**src/core/dtcr_pkg.sv**
```systemverilog
// package of constants and carrier types for the dual timer block
package dtcr_pkg;
    localparam int TMR_W            = 16;           // timer width
    localparam int PRE_W            = 3;            // prescaler select width
    localparam int DIV_W            = 10;           // prescaler counter width
    localparam logic [15:0] TMR_RST = 16'h0000;     // timer reset value
    localparam logic [15:0] TMR_MAX = 16'hFFFF;     // all-ones count
    localparam int MIN_TICK_CYC     = 2;            // finest resolution
    localparam int BASE_SHIFT       = 1;            // log2 of MIN_TICK_CYC
    localparam logic [9:0] DIV_RST  = 10'h000;      // prescaler reset value

    // count clock sources
    typedef enum logic [2:0] {
        DTCR_SRC_PRE = 3'b001,    // prescaled system clock
        DTCR_SRC_EXT = 3'b010,    // external input edges
        DTCR_SRC_TGL = 3'b100     // core toggle latch edges (aux only)
    } dtcr_src_e;

    // edge select for external events
    typedef struct packed {
        logic rise;               // trigger on rising edge
        logic fall;               // trigger on falling edge
    } dtcr_edge_s;

    // per-timer configuration
    typedef struct packed {
        logic             run;          // timer runs
        dtcr_src_e        src;          // count clock source
        logic [PRE_W-1:0] pre;          // prescale 2^(pre+1) clocks
        dtcr_edge_s       ext_edge;     // external count edge select
        logic             dir_pin_en;   // direction from pin
        logic             down;         // software direction: 1 = down
    } dtcr_tcfg_s;

    // capture/reload configuration
    typedef struct packed {
        dtcr_edge_s capture_input_pin_edge;   // capture pin edges
        dtcr_edge_s comp_in_edge; // companion count input edges
        dtcr_edge_s comp_dir_edge;// companion direction input edges
        logic       clr_aux;      // clear aux timer after capture
        logic       reload_en;    // reload core on wrap
        logic       tgl_out_en;   // drive toggle latch to pin
    } dtcr_ccfg_s;

    // synchronised pin inputs
    typedef struct packed {
        logic aux_cnt;            // aux count input
        logic aux_dir;            // aux direction input
        logic core_cnt;           // core count input
        logic core_dir;           // core direction input
        logic capture_input_pin;              // capture input
        logic comp_in;            // companion count input
        logic comp_dir;           // companion direction input
    } dtcr_pins_s;
endpackage : dtcr_pkg

```
**src/core/dtcr_top.sv**
```systemverilog
// dual timer with toggle latch and capture/reload register
`timescale 1ns/1ps
`default_nettype none
module dtcr_top (
    // clock, reset, enable
    input  wire logic                       clk_sys,
    input  wire logic                       rstn,
    input  wire logic                       ce,
    // configuration
    input  wire dtcr_pkg::dtcr_tcfg_s       aux_cfg,
    input  wire dtcr_pkg::dtcr_tcfg_s       core_cfg,
    input  wire dtcr_pkg::dtcr_ccfg_s       cap_cfg,
    // asynchronous pins
    input  wire dtcr_pkg::dtcr_pins_s       pins,
    // toggle latch pin
    output logic                            toggle_latch_output_pin,
    output logic                            toggle_latch_output_oe,
    // capture/compare unit clock
    output logic                            core_wrap_pulse,
    // status
    output logic [dtcr_pkg::TMR_W-1:0]      aux_timer,
    output logic [dtcr_pkg::TMR_W-1:0]      core_timer,
    output logic [dtcr_pkg::TMR_W-1:0]      capture_reload_reg,
    output logic                            core_toggle_latch,
    output logic                            capture_pulse
);
    import dtcr_pkg::*;

    // whole state of the top
    typedef struct packed {
        dtcr_pins_s       s1;     // first synchroniser stage
        dtcr_pins_s       s2;     // second synchroniser stage
        dtcr_pins_s       s3;     // previous value for edge detection
        logic [DIV_W-1:0] div;    // shared prescaler counter
        logic             tgl;    // core toggle latch
        logic             tgl_p;  // toggle latch last cycle
        logic [TMR_W-1:0] cap;    // capture/reload register
        logic             wrap_p; // registered core wrap
        logic             cap_p;  // registered capture event
    } dtcr_st_s;

    dtcr_st_s         st_q;       // registered state
    dtcr_st_s         st_d;       // next state
    logic             aux_tick;   // aux count enable
    logic             core_tick;  // core count enable
    logic             aux_down;   // aux direction
    logic             core_down;  // core direction
    logic             core_wrap;  // core wrap this cycle
    logic             aux_wrap;   // unused aux wrap
    logic             cap_evt;    // capture event this cycle
    logic             aux_clr;    // clear aux after capture
    logic             core_load;  // reload core
    logic [TMR_W-1:0] aux_cnt;    // aux count
    logic [TMR_W-1:0] core_cnt;   // core count

    // edge detect on a synchronised pair, per enabled polarity
    function automatic logic edge_hit(input logic cur, input logic prv,
                                      input dtcr_edge_s sel);
        edge_hit = (sel.rise & cur & ~prv) | (sel.fall & ~cur & prv);
    endfunction : edge_hit

    // prescaler tick: 2^(pre+1) clocks, never below two
    function automatic logic pre_hit(input logic [DIV_W-1:0] d,
                                     input logic [PRE_W-1:0] p);
        logic [DIV_W-1:0] m;
        m = DIV_W'((1 << (32'(p) + BASE_SHIFT)) - 1);
        pre_hit = ((d & m) == m);
    endfunction : pre_hit

    // count enable for one timer from its chosen source
    function automatic logic tick_of(input dtcr_tcfg_s c,
                                     input logic pre_t,
                                     input logic ext_t,
                                     input logic tgl_t);
        logic t;
        t = 1'b0;
        case (c.src)
            DTCR_SRC_PRE: t = pre_t;
            DTCR_SRC_EXT: t = ext_t;
            DTCR_SRC_TGL: t = tgl_t;
            default:      t = 1'b0;
        endcase
        tick_of = c.run & t;
    endfunction : tick_of

    // count enables, directions and capture decisions
    always_comb begin
        aux_tick  = tick_of(aux_cfg, pre_hit(st_q.div, aux_cfg.pre),
                        edge_hit(st_q.s2.aux_cnt, st_q.s3.aux_cnt,
                                 aux_cfg.ext_edge),
                        st_q.tgl ^ st_q.tgl_p);
        // core never counts its own latch; that source reads as stopped
        core_tick = tick_of(core_cfg, pre_hit(st_q.div, core_cfg.pre),
                        edge_hit(st_q.s2.core_cnt, st_q.s3.core_cnt,
                                 core_cfg.ext_edge),
                        1'b0);
        // pin direction: high means count down
        aux_down  = aux_cfg.dir_pin_en ? st_q.s2.aux_dir
                                       : aux_cfg.down;
        core_down = core_cfg.dir_pin_en ? st_q.s2.core_dir
                                        : core_cfg.down;
        cap_evt   = edge_hit(st_q.s2.capture_input_pin, st_q.s3.capture_input_pin,
                             cap_cfg.capture_input_pin_edge)
                  | edge_hit(st_q.s2.comp_in, st_q.s3.comp_in,
                             cap_cfg.comp_in_edge)
                  | edge_hit(st_q.s2.comp_dir, st_q.s3.comp_dir,
                             cap_cfg.comp_dir_edge);
        aux_clr   = cap_evt & cap_cfg.clr_aux;
        core_load = core_wrap & cap_cfg.reload_en;
    end

    // next state of synchronisers, prescaler, latch and capture register
    always_comb begin
        st_d        = st_q;
        st_d.s1     = pins;
        st_d.s2     = st_q.s1;
        st_d.s3     = st_q.s2;
        st_d.div    = st_q.div + 10'h001;
        st_d.tgl_p  = st_q.tgl;
        st_d.wrap_p = core_wrap;
        st_d.cap_p  = cap_evt;
        if (core_wrap) begin
            st_d.tgl = ~st_q.tgl;
        end
        // capture takes the count before any clear lands
        if (cap_evt) begin
            st_d.cap = aux_cnt;
        end
    end

    // state register; enable low freezes everything
    always_ff @(posedge clk_sys) begin
        if (!rstn) begin
            st_q.s1     <= '0;
            st_q.s2     <= '0;
            st_q.s3     <= '0;
            st_q.div    <= DIV_RST;
            st_q.tgl    <= 1'b0;
            st_q.tgl_p  <= 1'b0;
            st_q.cap    <= TMR_RST;
            st_q.wrap_p <= 1'b0;
            st_q.cap_p  <= 1'b0;
        end else if (ce) begin
            st_q <= st_d;
        end
    end

    // auxiliary timer, cleared to zero after capture
    dtcr_timer u_aux (
        .clk_sys  (clk_sys),
        .rstn     (rstn),
        .ce       (ce),
        .tick     (aux_tick),
        .down     (aux_down),
        .load     (aux_clr),
        .load_val (TMR_RST),
        .count    (aux_cnt),
        .wrap     (aux_wrap)
    );

    // core timer, reloaded from the capture register on wrap
    dtcr_timer u_core (
        .clk_sys  (clk_sys),
        .rstn     (rstn),
        .ce       (ce),
        .tick     (core_tick),
        .down     (core_down),
        .load     (core_load),
        .load_val (st_q.cap),
        .count    (core_cnt),
        .wrap     (core_wrap)
    );

    // outputs; latch pin only driven when enabled
    assign toggle_latch_output_pin = st_q.tgl & cap_cfg.tgl_out_en;
    assign toggle_latch_output_oe  = cap_cfg.tgl_out_en;
    assign core_wrap_pulse         = st_q.wrap_p;
    assign aux_timer               = aux_cnt;
    assign core_timer              = core_cnt;
    assign capture_reload_reg      = st_q.cap;
    assign core_toggle_latch       = st_q.tgl;
    assign capture_pulse           = st_q.cap_p;
endmodule : dtcr_top
`default_nettype wire

```
**src/core/dtcr_timer.sv**
```systemverilog
// one sixteen bit up/down timer with wrap detection
`timescale 1ns/1ps
`default_nettype none
module dtcr_timer (
    // clock, reset and enable
    input  wire logic                       clk_sys,
    input  wire logic                       rstn,
    input  wire logic                       ce,
    // control
    input  wire logic                       tick,
    input  wire logic                       down,
    input  wire logic                       load,
    input  wire logic [dtcr_pkg::TMR_W-1:0] load_val,
    // status
    output logic [dtcr_pkg::TMR_W-1:0]      count,
    output logic                            wrap
);
    import dtcr_pkg::*;

    // whole state of the timer
    typedef struct packed {
        logic [TMR_W-1:0] cnt;    // count value
    } dtcr_tst_s;

    dtcr_tst_s st_q;              // registered state
    dtcr_tst_s st_d;              // next state
    logic      wrap_c;            // combinational wrap

    // next count; a load wins over a tick in the same cycle
    always_comb begin
        st_d   = st_q;
        wrap_c = 1'b0;
        if (tick) begin
            wrap_c = down ? (st_q.cnt == TMR_RST)
                          : (st_q.cnt == TMR_MAX);
            st_d.cnt = down ? st_q.cnt - 16'h0001 : st_q.cnt + 16'h0001;
        end
        if (load) begin
            st_d.cnt = load_val;
        end
    end

    // state register
    always_ff @(posedge clk_sys) begin
        if (!rstn) begin
            st_q.cnt <= TMR_RST;
        end else if (ce) begin
            st_q <= st_d;
        end
    end

    assign count = st_q.cnt;
    assign wrap  = wrap_c;
endmodule : dtcr_timer
`default_nettype wire

```
**config.mk**
```make
export PLATFORM = sky130hd
export DESIGN_NAME = dtcr_top
export DESIGN_NICKNAME = d
export VERILOG_FILES = /design/src/core/dtcr_pkg.sv /design/src/core/dtcr_top.sv /design/src/core/dtcr_timer.sv
export SDC_FILE = /design/constraint.sdc
export NUM_CORES = 1
export LEC_CHECK = 0
export ABC_AREA = 1
export ABC_CLOCK_PERIOD_IN_PS = 4500
export BUFFER_PORTS_ARGS = -buffer_cell sky130_fd_sc_hd__buf_4
export CORE_MARGIN = 4
export CORE_UTILIZATION = 50
export CTS_CLUSTER_DIAMETER = 150
export DETAILED_ROUTE_END_ITERATION = 10
export PLACE_DENSITY = 0.84
export SYNTH_ARGS = -nofsm -noshare
export SYNTH_HDL_FRONTEND = slang
export SYNTH_SLANG_ARGS = --single-unit
```
**constraint.sdc**
```tcl
create_clock -name clk_sys -period 4.5 [get_ports clk_sys]
set_input_delay 0.9 -clock clk_sys [delete_from_list [all_inputs] [get_ports clk_sys]]
set_output_delay 0.9 -clock clk_sys [all_outputs]
set_load 0.05 [all_outputs]
```
**After elaboration in Yosys (flattened, before gate mapping)**

Index checks and enable logic that the tools add are counted.

- Bits in registers: 81
- Bits of input ports: 41
- Output and inout port bits: 53
- Word-level logic and storage cells: 111

- Add/subtract/negate cells: 9
- Equality and inequality tests: 8
- Shifts and indexed selects: 2
- Muxes and demuxes: 12
- Bitwise gates (word level): 46
- Reductions and logical operators: 7

Operator list:

| operator | count |
|---|---|
| $mux W16 | 6 |
| $add A16 B1 Y16 const B | 2 |
| $sub A16 B1 Y16 const B | 2 |
| $and A1 B1 Y1 | 25 |
| $and A10 B10 Y10 | 2 |
| $eq A10 B10 Y1 | 2 |
| $shl A1 B4 Y10 const A | 2 |
| $sub A10 B2 Y10 const B | 2 |
| $eq A16 B16 Y1 const B | 1 |
| $logic_not A16 Y1 | 1 |
| $not A1 Y1 | 11 |
| $add A10 B1 Y10 const B | 1 |
| $add A3 B1 Y4 const B | 2 |
| $reduce_and A2 Y1 | 4 |
| $or A1 B1 Y1 | 7 |
| $eq A3 B1 Y1 const B | 2 |
| $eq A3 B2 Y1 const B | 2 |
| $mux W1 | 4 |
| $reduce_bool A2 Y1 | 2 |
| $eq A3 B3 Y1 const B | 1 |
| $pmux W1 S3 | 1 |
| $pmux W1 S2 | 1 |
| $xor A1 B1 Y1 | 1 |

**Logic depth before layout (Yosys ltp)**

- Word-level depth: 11
- Mapped depth: 17
- Depth with buffers taken out: 17

**By module**

A second synthesis with hierarchy kept.

- Cells, all modules: 962
- Area, all modules: 5952.0 um^2

Modules (own cells, without submodules):

| module | times used | cells an instance | area an instance (um^2) | seq. area each (um^2) |
|---|---|---|---|---|
| dtcr_top | 1 | 371 | 2484.9 | 960.9 |
| dtcr_timer (u_aux) | 1 | 294 | 1740.4 | 320.3 |
| dtcr_timer (u_core) | 1 | 297 | 1726.7 | 320.3 |

**Worst setup path before layout**

OpenSTA, ideal clock, no wires.

- Kind: input -> register
- From: input aux_cfg[0] in the netlist's numbering
- To: register u_aux.st_q (netlist bit u_aux.count[15])
- Setup time: 0.070 ns
- Data arrival time: 3.389 ns
- Required time: 4.430 ns
- Path slack: 1.040 ns
- Stages: 12
- Path buffers: 0
- Cells stage by stage: inv_1 o21ai_0 ha_1 a21oi_1 o21ai_0 a21oi_1 nand2_1 nand2_1 nand2_1 nor2_1 nand3_1 a21oi_1

- Cells in the longest elaborated chain, start to end: 4

RTL lines:

| item | line | source |
|---|---|---|
| start, declared | dtcr_top.sv:10 | `input wire dtcr_pkg::dtcr_tcfg_s aux_cfg,` |
| $mux W1 | dtcr_top.sv:98 | `aux_down = aux_cfg.dir_pin_en ? st_q.s2.aux_dir` |
| $mux W16 | dtcr_timer.sv:36 | `st_d.cnt = down ? st_q.cnt - 16'h0001 : st_q.cnt + 16'h0001;` |
| $mux W16 | dtcr_timer.sv:33 | `if (tick) begin` |
| $mux W16 | dtcr_timer.sv:38 | `if (load) begin` |
| end signal, assigned | dtcr_timer.sv:48 | `st_q <= st_d;` |
| end, declared | dtcr_timer.sv:25 | `dtcr_tst_s st_q;` |

No other way between the ends. The select of a mux whose other input is x is not followed.
A chain may end at the register's enable or synchronous reset.

**Worst setup path in the final report**

- From: input core_cfg[0] in the netlist's numbering
- To: register u_core.st_q (netlist bit u_core.count[14])

- Cells in the longest elaborated chain, start to end: 6
- Elaborated cells between the ends (all ways): 9
- Those cells by class: mux: 6; bitwise: 1; reduce/logical: 2

RTL lines:

| item | line | source |
|---|---|---|
| start, declared | dtcr_top.sv:11 | `input wire dtcr_pkg::dtcr_tcfg_s core_cfg,` |
| $mux W1 * | dtcr_top.sv:100 | `core_down = core_cfg.dir_pin_en ? st_q.s2.core_dir` |
| $mux W1 | dtcr_timer.sv:34 | `wrap_c = down ? (st_q.cnt == TMR_RST)` |
| $mux W1 | dtcr_timer.sv:33 |  |
| $and A1 B1 Y1 | dtcr_top.sv:109 | `core_load = core_wrap & cap_cfg.reload_en;` |
| $reduce_bool A2 Y1 (no source line) | -- |  |
| $reduce_and A2 Y1 (no source line) | -- |  |
| end signal, assigned | dtcr_timer.sv:48 |  |
| end, declared | dtcr_timer.sv:25 |  |

Every way passes the cells marked *; elsewhere a longest branch is shown, timed or not. The select of a mux whose other input is x is not followed.

==> impl_metrics.py <==
metrics = {
    "run_status": {
        "status": "complete, no violations",
    },
    "detailed_routing": {
        "drt_wl_total_mm": 14.5,
        "wl_per_cell_microns": 13.5,
        "detail-route-antenna-nets": 0,
        "wl_met3_microns": 877,
        "dr.pass1.iters": 5,
        "vias_per_cell": 5.27,
        "route.detailed.drc": 0,
        "wl_met1_mm": 6.51,
        "via_count": 5688,
        "wl_met2_mm": 6.89,
        "dr.max_layer_used": "met4",
        "first_iter_violations": 312,
    },
    "yosys": {
        "synth_flop_cell": "dfxtp_1",
        "synth_edf_count": 0,
        "synth-seq-cells": 80,
        "synth_cell_type_count": 38,
        "synthCells": 872,
        "ys_seq_area_frac": 0.290,
        "synthArstFlopShare": 0,
        "syn_area_sq_um": 5520,
        "syn_avg_cell_area_sq_um": 6.33,
        "yosysWarnings": 0,
    },
    "worst_setup_path": {
        "path_class": "primary input to flop",
        "worstPathArrival_ns": 3.44,
        "cp.depth": 13,
        "cp_max_fo": 17,
        "cpPeakStageDelay_ns": 0.47,
        "slowest_stage": "ha_1",
        "worstSetupStartpointType": "primary input",
        "crit_chain": "buf_4 -> o21ai_1 -> inv_1 -> ha_1 -> a21oi_1 -> nand2_1 -> a21boi_0 -> nand3b_1 -> nand3b_1 -> nand2_1 -> nand2_1 -> nand2_1 -> a21oi_1",
        "worst_ep_required_time_ns": 4.72,
        "ff2ff_path_depth": 14,
        "path_common_cell": "nand2_1",
        "cp_top_family": "compound AO/OA/AOI/OAI gates",
        "crit_buf_inv": 2,
        "endpoint_kind": "flop",
    },
    "cells_and_area": {
        "nets": 1009,
        "area_growth_pct": 16.1,
        "fin_area_sq_um": 6400,
        "layout_commonest_cell": "nand2_1",
        "nFillCells": 1070,
        "n_antenna_cell": 0,
        "final_cell_mix": "218 x nand2_1, 104 x nor2_1, 96 x buf_4, 91 x inv_1, 91 x a21oi_1",
        "drive_above_1_share": 0.130,
    },
    "timing": {
        "finalCritPeriodShare": 0.715,
        "drv_slew": 0,
        "finalSetupTns_ns": 0,
        "tightest_slew_ns": 0.806,
        "max_slew_margin": 0.462,
        "min_period_ns": 3.22,
        "hold_violations": 0,
        "finClkSkew_ns": 0.00899,
        "setup_viol": 0,
        "max_freq_mhz": 311,
        "rsz0062_at_grt": "false",
    },
    "power_and_ir_drop": {
        "p_seq_frac": 0.421,
        "ir_drop_v": 0.000150,
        "p_int_mw": 1.27,
        "p_sw_mw": 0.562,
        "p_comb_frac": 0.227,
        "power_leakage_nw": 3.14,
        "switching_share": 0.307,
        "power.share.clock": 0.352,
        "p_per_area_nw_per_um2": 285,
    },
    "floorplan": {
        "die_w_microns": 113,
        "num_rows": 38,
        "dieArea_sq_um": 12800,
        "die_h_microns": 113,
        "core-area_sq_um": 10800,
        "initial_core_util": 0.509,
        "io_pins": 94,
    },
    "clock_tree": {
        "cts-htree-levels": 3,
        "clockBufferDepth": 2,
        "cts_hold_buf": 0,
        "cts_tree": "yes",
        "cts_setup_buffers": 0,
        "clk_pin_slew_worst_paths_ns": 0.08,
        "cts.sinks": 80,
        "numCtsBuffers": 9,
        "clk_latency_ns": 0.36,
        "clockRootBuffer": "clkbuf_8",
        "cts_resized": 0,
    },
    "place": {
        "dp_hpwl_mm": 10.8,
        "place.gp.congestion": 0.976,
        "post_dp_cell_area_sq_um": 6160,
        "portBuffers": 93,
    },
    "grt": {
        "overflow": 0,
        "first_global_vias": 5179,
        "grt_max_degree": 60,
        "grt_usage": 0.228,
        "antenna_found_initial": 0,
        "grt_pass1_wl_mm": 24.2,
    },
    "hold_path": {
        "hold_path_class": "flop to flop",
        "holdPathStages": 2,
    },
    "run": {
        "drv_cap": 0,
    },
}
per-stage QoR:
step / std cells / hold WS, ns / power [mW] / utilization / worst slack, ns
global placement: 1064 / 0.454 / 1.19 / 0.568 / 0.985
detailed placement: 1064 / 0.462 / 1.20 / 0.568 / 0.890
floorplan: 873 / 0.434 / 1.10 / - / 1.04
global route: 1080 / 0.504 / 1.93 / 0.591 / 1.02
finish: 1080 / 0.469 / 1.83 / 0.591 / 1.28
CTS: 1080 / 0.473 / 1.84 / 0.591 / 1.27
metal layers:
metal / vias to the layer above / GRT usage
li1: 2973 / -
met1: 2554 / 0.312
met2: 143 / 0.376
met3: 18 / 0.0332
met4: 0 / 0.0633
met5: - / 0
worst min-delay path: stages, from the launching register on:
cell,delay (ns)
dfxtp_1,0.30
inv_1,0.06
a21oi_1,0.06
synthesized netlist by cell type (2+ instances only):
library cell / count / area (sq um)
o21a_1: 2 / 15.0
nand2_1: 218 / 818
nand3b_1: 8 / 60.1
inv_2: 2 / 7.51
nor3_1: 5 / 25.0
a31oi_1: 2 / 12.5
xnor2_1: 14 / 123
a21oi_1: 91 / 455
nand3_1: 63 / 315
o21ai_0: 62 / 310
ha_1: 31 / 388
o21ai_1: 2 / 10.0
nor2_1: 104 / 390
buf_4: 17 / 128
buf_2: 7 / 35.0
inv_1: 91 / 342
clkbuf_1: 18 / 67.6
dfxtp_1: 80 / 1600
fa_1: 2 / 40.0
xor2_1: 6 / 52.6
a21oi_2: 3 / 26.3
buf_6: 2 / 22.5
nand4_1: 26 / 163
nand2_2: 2 / 12.5
power groups by stage:
stage	combinational [mW]	clock, mW	sequential [mW]
floorplan	0.298	0	0.798
global placement	0.407	0	0.784
detailed placement	0.412	0	0.785
CTS	0.414	0.654	0.769
global route	0.463	0.693	0.773
finish	0.415	0.643	0.769
final timing paths:
kind	start	to	slack, ns
worst max register to register	st_d[33]	u_core.count[14]	1.66
worst max-delay path	core_cfg[0]	u_core.count[14]	1.28
worst min-delay path	st_d[33]	st_d[33]	0.47
worst min register to register	st_d[33]	st_d[33]	0.47
logic make-up after synthesis:
| logic type | share of synthesized area |
|---|---|
| other cells | 0.000680 |
| buf+inv | 0.110 |
| flops | 0.290 |
| fa+ha+maj | 0.0776 |
| simple gates | 0.333 |
| compound gates | 0.156 |
| xor+xnor | 0.0318 |
area by class of cell:
type,count,area (sq um),area share
clock buffer,11,141,0.0221
clock inverter,5,104,0.0162
inverter,94,353,0.0551
multi-input combinational,654,3310,0.517
sequential,80,1600,0.250
tap,140,175,0.0273
timing repair buffer,96,721,0.113
(Power assumes the default switching activity.)
